[config.mk]
export PLATFORM = sky130hd
export DESIGN_NAME = stc_timer
export DESIGN_NICKNAME = d
export VERILOG_FILES = /design/src/hw/stc_pkg.sv /design/src/hw/stc_prescaler.sv /design/src/hw/stc_timer.sv
export SDC_FILE = /design/constraint.sdc
export NUM_CORES = 1
export LEC_CHECK = 0
export ABC_AREA = 1
export BUFFER_PORTS_ARGS = -buffer_cell sky130_fd_sc_hd__buf_2
export CAP_MARGIN = 10
export CORE_MARGIN = 10
export CORE_UTILIZATION = 50
export CTS_CLUSTER_SIZE = 20
export DETAILED_ROUTE_END_ITERATION = 7
export PLACE_DENSITY = 0.72
export SETUP_SLACK_MARGIN = 0.02
export SLEW_MARGIN = 10
export SYNTH_ARGS = -nofsm -noshare
export SYNTH_HDL_FRONTEND = slang
export SYNTH_SLANG_ARGS = --single-unit
[constraint.sdc]
create_clock -name clk -period 4.2 [get_ports clk]
set_clock_uncertainty 0.05 [all_clocks]
set_input_delay 0 -clock clk [delete_from_list [all_inputs] [get_ports clk]]
set_output_delay 0 -clock clk [all_outputs]
set_load 0.005 [all_outputs]
[src/hw/stc_pkg.sv]
// Constants for the sixteen-bit timer/counter.
// Assumes a single core clock of 100 MHz; all control bits arrive as plain ports.
// Operation
// - Count is 16 bits, high and low byte, each readable and writable.
// - Count increments from 0000h to FFFFh, then wraps to zero.
// - Each rollover sets and holds the overflow flag.
// - Interrupt request is the flag gated by the overflow interrupt enable.
// - Three modes: timer, synchronous counter, asynchronous counter; clock_source_select picks counter, sync_bypass picks asynchronous.
// - Timer mode advances once per instruction cycle.
// - Counter mode advances on each rising edge of the external input.
// - Count only while timer_on is set; otherwise hold.
// - Special event trigger from capture/compare unit clears the count.
// - With osc_enable set, oscillator pins are inputs and read as zero.
// - Two-bit prescale_select divides by 1, 2, 4 or 8.
// - After enabling counter mode, a falling edge must precede the first count.
// - Synchronous counting uses the synchronizer's agreement filter; asynchronous counting skips the filter.
// - Timer mode counts oscillator_frequency/4; sync_bypass has no effect.
package stc_pkg;
    localparam int          STC_CNT_W       = 16;
    localparam int          STC_BYTE_W      = 8;
    localparam int          STC_PS_W        = 2;
    localparam int          STC_INSTR_DIV   = 4;
    localparam int          STC_INSTR_DIV_W = 2;
    localparam logic [15:0] STC_CNT_RESET   = 16'h0000;
    localparam logic [15:0] STC_CNT_MAX     = 16'hFFFF;
    localparam logic [7:0]  STC_BYTE_ZERO   = 8'h00;
    localparam logic [1:0]  STC_PS_DIV1     = 2'h0;
    localparam logic [1:0]  STC_PS_DIV2     = 2'h1;
    localparam logic [1:0]  STC_PS_DIV4     = 2'h2;
    localparam logic [1:0]  STC_PS_DIV8     = 2'h3;
    localparam int          STC_PIN_OSC_OUT = 6;
    localparam int          STC_PIN_OSC_IN  = 7;
endpackage

[src/hw/stc_prescaler.sv]
// Prescaler: divides a stream of count ticks by 1, 2, 4 or 8.
// Assumes ticks are single-cycle pulses on the core clock.
`timescale 1ns/1ps
module stc_prescaler
    import stc_pkg::*;
(
    // Clock and reset
    input  wire logic                clk,
    input  wire logic                rst_b,
    // Control
    input  wire logic                clear,
    input  wire logic [STC_PS_W-1:0] prescale_select,
    // Ticks
    input  wire logic                tick_in,
    output logic                     tick_out
);
    import stc_pkg::*;

    logic [2:0] div_q;
    logic [2:0] div_d;
    logic [2:0] mask;

    assign mask = (prescale_select == STC_PS_DIV1) ? 3'h0 :
                  (prescale_select == STC_PS_DIV2) ? 3'h1 :
                  (prescale_select == STC_PS_DIV4) ? 3'h3 : 3'h7;
    // Terminal tick when all selected divider bits are set
    assign tick_out = tick_in && ((div_q & mask) == mask);
    assign div_d    = clear ? 3'h0 : (tick_in ? 3'(div_q + 3'h1) : div_q);

    always_ff @(posedge clk or negedge rst_b) begin
        if (!rst_b) begin
            div_q <= 3'h0;
        end else begin
            div_q <= div_d;
        end
    end
endmodule

[src/hw/stc_timer.sv]
// Sixteen-bit timer/counter top: count pair, prescaler, edge logic, overflow flag.
// Assumes a 100 MHz core clock; ext_clk and osc pins are asynchronous pins.
`timescale 1ns/1ps
module stc_timer
    import stc_pkg::*;
(
    // Clock and reset
    input  wire logic                  clk,
    input  wire logic                  rst_b,
    // Control bits
    input  wire logic                  timer_on,
    input  wire logic                  clock_source_select,
    input  wire logic                  sync_bypass,
    input  wire logic                  osc_enable,
    input  wire logic [STC_PS_W-1:0]   prescale_select,
    input  wire logic                  overflow_irq_enable,
    // Count register access
    input  wire logic                  low_wr,
    input  wire logic                  high_wr,
    input  wire logic [STC_BYTE_W-1:0] wr_data,
    output logic [STC_BYTE_W-1:0]      count_low_byte,
    output logic [STC_BYTE_W-1:0]      count_high_byte,
    // Overflow flag access
    input  wire logic                  flag_clear,
    output logic                       overflow_flag,
    output logic                       irq,
    // Special event trigger
    input  wire logic                  special_event,
    // External clock input
    input  wire logic                  ext_clk,
    // Oscillator pins, bits 7:6 of the port
    input  wire logic [1:0]            osc_pin_in,
    input  wire logic [1:0]            osc_dir_in,
    input  wire logic [1:0]            osc_out_latch,
    output logic [1:0]                 osc_pin_oe,
    output logic [1:0]                 osc_pin_out,
    output logic [1:0]                 osc_pin_read
);
    import stc_pkg::*;

    logic [STC_CNT_W-1:0]       cnt_q;
    logic [STC_CNT_W-1:0]       cnt_d;
    logic                       flag_q;
    logic [2:0]                 ext_sync_q;
    logic                       ext_level_q;
    logic                       armed_q;
    logic                       counter_mode_q;
    logic [STC_INSTR_DIV_W-1:0] phase_q;
    logic [1:0]                 pin_q;
    logic [1:0]                 pin_s1_q;
    logic [1:0]                 pin_s2_q;
    logic [1:0]                 pin_s3_q;
    logic [1:0]                 pin_lvl_q;
    logic [1:0]                 pin_lvl_d;
    logic [1:0]                 pin_agree;
    logic                       ext_rise_sync;
    logic                       ext_fall_sync;
    logic                       ext_rise_raw;
    logic                       ext_fall_raw;
    logic                       ext_rise;
    logic                       ext_fall;
    logic                       instr_tick;
    logic                       src_tick;
    logic                       step;
    logic                       wrap;
    logic [STC_CNT_W-1:0]       cnt_inc;

    // Three-stage synchronizer on the external clock; second and third stages agree
    always_ff @(posedge clk or negedge rst_b) begin
        if (!rst_b) begin
            ext_sync_q <= 3'h0;
        end else begin
            ext_sync_q <= {ext_sync_q[1:0], ext_clk};
        end
    end

    // Filtered level: updates only when stages two and three agree
    always_ff @(posedge clk or negedge rst_b) begin
        if (!rst_b) begin
            ext_level_q <= 1'b0;
        end else if (ext_sync_q[1] == ext_sync_q[2]) begin
            ext_level_q <= ext_sync_q[2];
        end
    end

    assign ext_rise_sync = (ext_sync_q[1] == ext_sync_q[2]) && ext_sync_q[2] && !ext_level_q;
    assign ext_fall_sync = (ext_sync_q[1] == ext_sync_q[2]) && !ext_sync_q[2] && ext_level_q;
    // Asynchronous mode skips the agreement filter, so edges surface one stage earlier.
    // Everything still runs on clk, trading a little latency for a single clock domain.
    assign ext_rise_raw  = ext_sync_q[1] && !ext_sync_q[2];
    assign ext_fall_raw  = !ext_sync_q[1] && ext_sync_q[2];
    assign ext_rise      = sync_bypass ? ext_rise_raw : ext_rise_sync;
    assign ext_fall      = sync_bypass ? ext_fall_raw : ext_fall_sync;

    // Instruction-cycle tick, one in four core clocks
    always_ff @(posedge clk or negedge rst_b) begin
        if (!rst_b) begin
            phase_q <= '0;
        end else begin
            phase_q <= STC_INSTR_DIV_W'(phase_q + 1'b1);
        end
    end
    assign instr_tick = (phase_q == STC_INSTR_DIV_W'(STC_INSTR_DIV - 1));

    // Counter mode arms only after a falling edge once enabled
    always_ff @(posedge clk or negedge rst_b) begin
        if (!rst_b) begin
            armed_q        <= 1'b0;
            counter_mode_q <= 1'b0;
        end else begin
            counter_mode_q <= timer_on && clock_source_select;
            if (!(timer_on && clock_source_select)) begin
                armed_q <= 1'b0;
            end else if (ext_fall) begin
                armed_q <= 1'b1;
            end
        end
    end

    // Source choice
    assign src_tick = timer_on && (clock_source_select
                    ? (ext_rise && armed_q && counter_mode_q)
                    : instr_tick);

    stc_prescaler u_prescaler (
        .clk             (clk),
        .rst_b           (rst_b),
        .clear           (special_event || low_wr || high_wr),
        .prescale_select (prescale_select),
        .tick_in         (src_tick),
        .tick_out        (step)
    );

    // Full 16-bit increment carries low into high in one step
    assign cnt_inc = STC_CNT_W'(cnt_q + 16'h0001);
    assign wrap    = step && (cnt_q == STC_CNT_MAX) && !special_event && !low_wr && !high_wr;

    always_comb begin
        cnt_d = cnt_q;
        if (step) begin
            cnt_d = cnt_inc;
        end
        if (low_wr) begin
            cnt_d[STC_BYTE_W-1:0] = wr_data;
        end
        if (high_wr) begin
            cnt_d[STC_CNT_W-1:STC_BYTE_W] = wr_data;
        end
        if (special_event) begin
            cnt_d = STC_CNT_RESET;
        end
    end

    always_ff @(posedge clk or negedge rst_b) begin
        if (!rst_b) begin
            cnt_q <= STC_CNT_RESET;
        end else begin
            cnt_q <= cnt_d;
        end
    end

    // Set wins over a software clear in the same cycle
    always_ff @(posedge clk or negedge rst_b) begin
        if (!rst_b) begin
            flag_q <= 1'b0;
        end else if (wrap) begin
            flag_q <= 1'b1;
        end else if (flag_clear) begin
            flag_q <= 1'b0;
        end
    end

    // Pins are asynchronous: three stages, a bit moves once stages two and three agree
    always_ff @(posedge clk or negedge rst_b) begin
        if (!rst_b) begin
            pin_s1_q  <= 2'h0;
            pin_s2_q  <= 2'h0;
            pin_s3_q  <= 2'h0;
            pin_lvl_q <= 2'h0;
        end else begin
            pin_s1_q  <= osc_pin_in;
            pin_s2_q  <= pin_s1_q;
            pin_s3_q  <= pin_s2_q;
            pin_lvl_q <= pin_lvl_d;
        end
    end

    assign pin_agree = ~(pin_s2_q ^ pin_s3_q);
    assign pin_lvl_d = (pin_agree & pin_s3_q) | (~pin_agree & pin_lvl_q);

    // Port read value of the oscillator pins
    always_ff @(posedge clk or negedge rst_b) begin
        if (!rst_b) begin
            pin_q <= 2'h0;
        end else begin
            pin_q <= osc_enable ? 2'h0 : pin_lvl_q;
        end
    end

    assign count_low_byte  = cnt_q[STC_BYTE_W-1:0];
    assign count_high_byte = cnt_q[STC_CNT_W-1:STC_BYTE_W];
    assign overflow_flag   = flag_q;
    assign irq             = flag_q && overflow_irq_enable;
    // Direction bit low means output; oscillator forces inputs
    assign osc_pin_oe      = osc_enable ? 2'h0 : ~osc_dir_in;
    assign osc_pin_out     = osc_out_latch;
    assign osc_pin_read    = pin_q;

    property p_wrap_zero;
        @(posedge clk) disable iff (!rst_b)
        wrap |=> (cnt_q == STC_CNT_RESET);
    endproperty
    a_wrap_zero: assert property (p_wrap_zero) else $error("count did not wrap to zero");

    property p_flag_set;
        @(posedge clk) disable iff (!rst_b)
        wrap |=> flag_q;
    endproperty
    a_flag_set: assert property (p_flag_set) else $error("overflow flag not set");

    property p_flag_hold;
        @(posedge clk) disable iff (!rst_b)
        (flag_q && !flag_clear) |=> flag_q;
    endproperty
    a_flag_hold: assert property (p_flag_hold) else $error("flag cleared by itself");

    property p_irq_gate;
        @(posedge clk) disable iff (!rst_b)
        (wrap && overflow_irq_enable) |=> (irq || !overflow_irq_enable);
    endproperty
    a_irq_gate: assert property (p_irq_gate) else $error("irq gating wrong");

    property p_hold_off;
        @(posedge clk) disable iff (!rst_b)
        (!timer_on && !low_wr && !high_wr && !special_event) |=> $stable(cnt_q);
    endproperty
    a_hold_off: assert property (p_hold_off) else $error("count moved while off");

    property p_special;
        @(posedge clk) disable iff (!rst_b)
        special_event |=> (cnt_q == STC_CNT_RESET);
    endproperty
    a_special: assert property (p_special) else $error("special event did not clear");

    property p_carry;
        @(posedge clk) disable iff (!rst_b)
        (step && cnt_q[7:0] == 8'hFF && !low_wr && !high_wr && !special_event)
        |=> (cnt_q[15:8] == $past(cnt_q[15:8]) + 8'h01);
    endproperty
    a_carry: assert property (p_carry) else $error("no carry into high byte");

    property p_timer_rate;
        @(posedge clk) disable iff (!rst_b)
        (step && !clock_source_select) |-> instr_tick;
    endproperty
    a_timer_rate: assert property (p_timer_rate) else $error("timer step off cycle");

    property p_osc_pins;
        @(posedge clk) disable iff (!rst_b)
        osc_enable |-> (osc_pin_oe == 2'h0) ##1 (osc_pin_read == 2'h0 || !$past(osc_enable));
    endproperty
    a_osc_pins: assert property (p_osc_pins) else $error("osc pins not forced");
endmodule

* Word-level counts from Yosys, hierarchy flattened
Index checks and enable logic that the tools add are counted.
W data, S select, Z words.
** Cells by class
- Bitwise gates (word level) :: 8
- Reductions and logical operators :: 29
- Mux-type cells :: 18
- Add/subtract/negate cells :: 3
- Equality and inequality tests :: 7
** Operator list (count)
- $mux W16 :: 2
- $add A16 B1 Y16 const B :: 1
- $eq A16 B16 Y1 const B :: 1
- $logic_and A1 B1 Y1 :: 16
- $mux W8 :: 2
- $mux W3 :: 5
- $mux W1 :: 7
- $logic_not A1 Y1 :: 6
- $not A2 Y2 :: 3
- $reduce_bool A3 Y1 :: 2
- $and A2 B2 Y2 :: 2
- $eq A2 B2 Y1 const B :: 2
- $mux W2 :: 2
- $reduce_bool A2 Y1 :: 2
- $add A3 B1 Y3 const B :: 1
- $and A3 B3 Y3 :: 1
- $eq A3 B3 Y1 :: 1
- $add A2 B1 Y2 const B :: 1
- $eq A2 B1 Y1 const B :: 1
- $logic_not A2 Y1 :: 1
- $logic_or A1 B1 Y1 :: 2
- $ne A2 B2 Y1 const B :: 1
- $or A2 B2 Y2 :: 1
- $xor A2 B2 Y2 :: 1
- $eq A1 B1 Y1 :: 1
** Storage, ports and cells
- Input port bits :: 28
- Output and inout port bits :: 24
- Register bits after elaboration :: 38
- Word-level logic and storage cells :: 79

* Longest topological paths before layout
- Depth after elaboration :: 14
- Gate-level depth with buffers :: 11

* By module
From an unflattened synthesis, not the netlist that was laid out.
** Unflattened totals
- Cell total of the unflattened synthesis :: 272
- Area total of the unflattened synthesis :: 2100.8 um2
** Modules (own cells, without submodules)
- stc_timer :: cells an instance 251, sequential area each 875.8 um2, times used 1, area each 1938.1 um2
- stc_prescaler :: cells an instance 21, sequential area each 75.1 um2, times used 1, area each 162.7 um2

* Least setup slack after synthesis
OpenSTA, ideal clock, no wires.
- Path type :: flip-flop to flip-flop
- Start :: register ext_sync_q[2]
- End :: register cnt_q[13]
- Path buffers :: 0
- Stages on the path, launching flop included :: 12
- Data arrival time :: 1.246 ns
- Required time :: 4.033 ns
- Slack :: 2.787 ns
- Cells stage by stage :: dfrtp_1 > inv_1 > ha_1 > nor2_1 > nor2_1 > nand2_1 > nand2_1 > nand3_2 > nand2_2 > inv_2 > nand2_1 > nand2_1
** On the way
- Cells in the longest elaborated chain, start to end :: 10
- Elaborated cells between the ends (all ways) :: 12
** RTL lines
- start, declared :: line stc_timer.sv:44 : logic [2:0] ext_sync_q;
- start signal, assigned :: line stc_timer.sv:73 : ext_sync_q <= {ext_sync_q[1:0], ext_clk};
- $eq A1 B1 Y1 :: line stc_timer.sv:86 : assign ext_rise_sync = (ext_sync_q[1] == ext_sync_q[2]) && ext_sync_q[2] && !ext_level_q;
- $logic_and A1 B1 Y1 (2 in series) :: line stc_timer.sv:86
- $mux W1 (*) :: line stc_timer.sv:92 : assign ext_rise = sync_bypass ? ext_rise_raw : ext_rise_sync;
- $logic_and A1 B1 Y1 (*) (2 in series) :: line stc_timer.sv:122 : ? (ext_rise && armed_q && counter_mode_q)
- $mux W1 (*) :: line stc_timer.sv:122
- $logic_and A1 B1 Y1 (*) :: line stc_timer.sv:121 : assign src_tick = timer_on && (clock_source_select
- $logic_and A1 B1 Y1 (*) :: line stc_prescaler.sv:27 : assign tick_out = tick_in && ((div_q & mask) == mask);
- $reduce_bool A3 Y1 (no source line) (*)
- end signal, assigned :: line stc_timer.sv:158 : cnt_q <= cnt_d;
- end, declared :: line stc_timer.sv:41 : logic [STC_CNT_W-1:0] cnt_q;
Mark *: on every way between the ends. The rest lies on a longest branch, timed or not.
A chain may end at the register's enable or synchronous reset.

* Final worst setup path
- Start :: register ext_sync_q[2]
- End :: register cnt_q[3]
Same word-level chain as after synthesis.

==> results.ini <==
[die]
dieWidth_um=85.1
ioPinCount=52
rows=23
coreArea_um2=4060
die_h_um=85.1
dieArea_um2=7250
initial_core_util=0.523

[critical_path]
required_ps=4320
cp_max_fo=12
startpoint_type=flop
criticalPathCategory=reg2reg
crit_family=simple AND/OR/NAND/NOR gates
cp_cell_sequence=inv_1 > ha_1 > nor2_1 > nor2_1 > nand2_1 > nand2_1 > nand3_2 > nand2_2 > inv_1 > nand2_1 > nand2_1
crit_top_cell=nand2_1
max_stage_delay_ps=400
crit_slowest_cell=dfrtp_1
worstPathArrival_ps=1790
crit_buf_inv=2
end_kind=flop

[clock_tree]
numCtsBuffers=5
clk_pin_slew_ps=80
cts_setup_buffers=0
clockRootBuffer=clkbuf_8
h-tree-depth=2
cts_buffer_depth=2
clock_latency_ps=290
clock_sinks=38
tritoncts=built

[synthesis]
ys_types=29
yosys.cell_count.top_type=nand2_1
ys_ff_latch=38
synth_area_per_cell_um2=7.66
netlist.area_leader.share=0.448
synthArstFlopShare=1.00
synthTopCellsByArea=dfrtp_1 (45%), nand2_1 (13%), nand3_1 (7.1%), inv_1 (5.5%), nor2_1 (5.3%)
synth_nets=312
synthesis.area_um2=2120
synth_ff_type=dfrtp_1
yosys.area.top_type=dfrtp_1
ys_seq_area_frac=0.448
ys_warn_count=0
synth_cells=277
synth_edf_count=0
synth_common_cells=nand2_1 (74), dfrtp_1 (38), inv_1 (31)

[sta]
finalCriticalPeriod_ps=1660
fmax_mhz=601
setup_slack_ps=2540
setup_viol=0
finalHoldViolations=0
rsz0062_at_grt=false
maxSlewHeadroom=0.460
drv_slew=0
worst_pin_slew_ps=810
final.setup.tns_ps=0
finalCritPeriodShare=0.396

[placement]
place_congestion=0.900
post-place-ws_ps=2560
hpwl_um=3720
placed_cell_area_um2=2370
port_buffers=47

[power]
leakagePower_nw=1.31
peakVddDrop_uv=231
p_per_area_nw_per_um2=312

[global_route]
antenna_found_initial=0
grt_pass1_vias=1871
grt_overflow=0
grt_pass1_wl_um=8630
grt_max_degree=39
grt.total_usage=0.143

[routing]
drc=0
drt_iter0_markers=90
wl_um=4890
viasPerCell=5.03
wl_per_cell_um=12.7
ant_nets=0
vias=1941
drt_first_pass_iters=4

[final_layout]
area_growth_pct=21.3
nets=370
n_fill_cell=357
drive_gt1_frac=0.202
final_cell_area_um2=2570
antennaDiodeCount=0

[flow_run]
drv_cap=0

[run_status]
status=complete, no violations

[hold_path]
worstHoldPathType=in2reg

-- worst paths after layout --
path / startpoint / to / slack, ps / cells past startpoint
hold reg to reg: pin_s1_q[1]$_DFF_PN0_ / pin_s2_q[1]$_DFF_PN0_ / 310 / 0
setup reg to reg: ext_sync_q[2]$_DFF_PN0_ / cnt_q[3]$_DFFE_PN0P_ / 2540 / 11
hold / removal: wr_data[5] / cnt_q[13]$_DFFE_PN0P_ / 50 / 5
max in group asynchronous: rst_b / cnt_q[14]$_DFFE_PN0P_ / 3300 / 2
setup / recovery: ext_sync_q[2]$_DFF_PN0_ / cnt_q[3]$_DFFE_PN0P_ / 2540 / 11
min in group asynchronous: rst_b / ext_level_q$_DFFE_PN0N_ / 290 / 2
-- cell usage in the layout, fill, tap and decap left out, types with 7 or more instances in the layout --
cell and instances:
nand2_1 74, buf_2 47, dfrtp_1 38, inv_1 31
nor2_1 30, nand3_1 30, a21oi_1 13, o21ai_0 12
dlygate4sd3_1 11, ha_1 7
-- kinds of logic after synthesis --
kind of cell / after synthesis / synth area share
XOR/XNOR: 2 / 0.00826
AO/OA/AOI/OAI: 35 / 0.0890
AND/OR/NAND/NOR: 151 / 0.318
adder cells (fa/ha/maj): 9 / 0.0507
buffers and inverters: 42 / 0.0861
flip-flops: 38 / 0.448
-- state kept, by name (all words and copies together) (netlist names), named ones only --
name,flops
counter_mode_q,1
ext_level_q,1
pin_s1_q,2
phase_q,2
u_prescaler.div_q,3
overflow_flag,1
pin_s3_q,2
ext_sync_q,3
armed_q,1
cnt_q,16
osc_pin_read,2
pin_s2_q,2
-- worst reg2reg max path, stage by stage (launching register included) --
cell,delay [ps]
dfrtp_1,400
inv_1,100
ha_1,140
nor2_1,40
nor2_1,70
nand2_1,50
nand2_1,80
nand3_2,120
nand2_2,210
inv_1,130
nand2_1,80
nand2_1,60
-- metal layers --
metal	GRT usage	share of wire	wire length (um)	vias to the layer above
met1	0.179	0.46	2250	889
met4	0.0599	0.014	70	0
li1	-	-	-	996
met5	0	0	0	-
met2	0.218	0.44	2180	51
met3	0.0488	0.081	394	5
-- timing repair --
action	CTS	global route
hold endpoints to repair	48	0
setup endpoints to repair	0	0
hold buffers	11	0
gates resized for setup	0	0
-- area by class of cell --
type / count / area [um^2] / share of cell area
multi-input combinational: 197 / 988 / 0.384
sequential: 38 / 951 / 0.369
timing repair buffer: 58 / 345 / 0.134
inverter: 35 / 131 / 0.0510
clock buffer: 6 / 82.6 / 0.0321
tap: 50 / 62.6 / 0.0243
clock inverter: 2 / 12.5 / 0.00486
-- stage by stage --
| step | power [mW] | utilization | cells | hold slack (ps) |
|---|---|---|---|---|
| after floorplan | 0.492 | - | 277 | -346 |
| after global placement | 0.544 | 0.584 | 367 | -50.0 |
| after detailed placement | 0.547 | 0.584 | 367 | -50.0 |
| after CTS | 0.815 | 0.634 | 386 | 49.7 |
| after global routing | 0.855 | 0.634 | 386 | 84.7 |
| final | 0.803 | 0.634 | 386 | 51.1 |
-- power by group --
group / leakage, nW / internal, mW / switching [mW] / total, mW
registers: 0.480 / 0.391 / 0.0282 / 0.419
logic: 0.783 / 0.0552 / 0.0721 / 0.127
clock network: 0.0472 / 0.132 / 0.125 / 0.257
total: 1.31 / 0.578 / 0.225 / 0.803
Power figures use the tool's default switching activity.
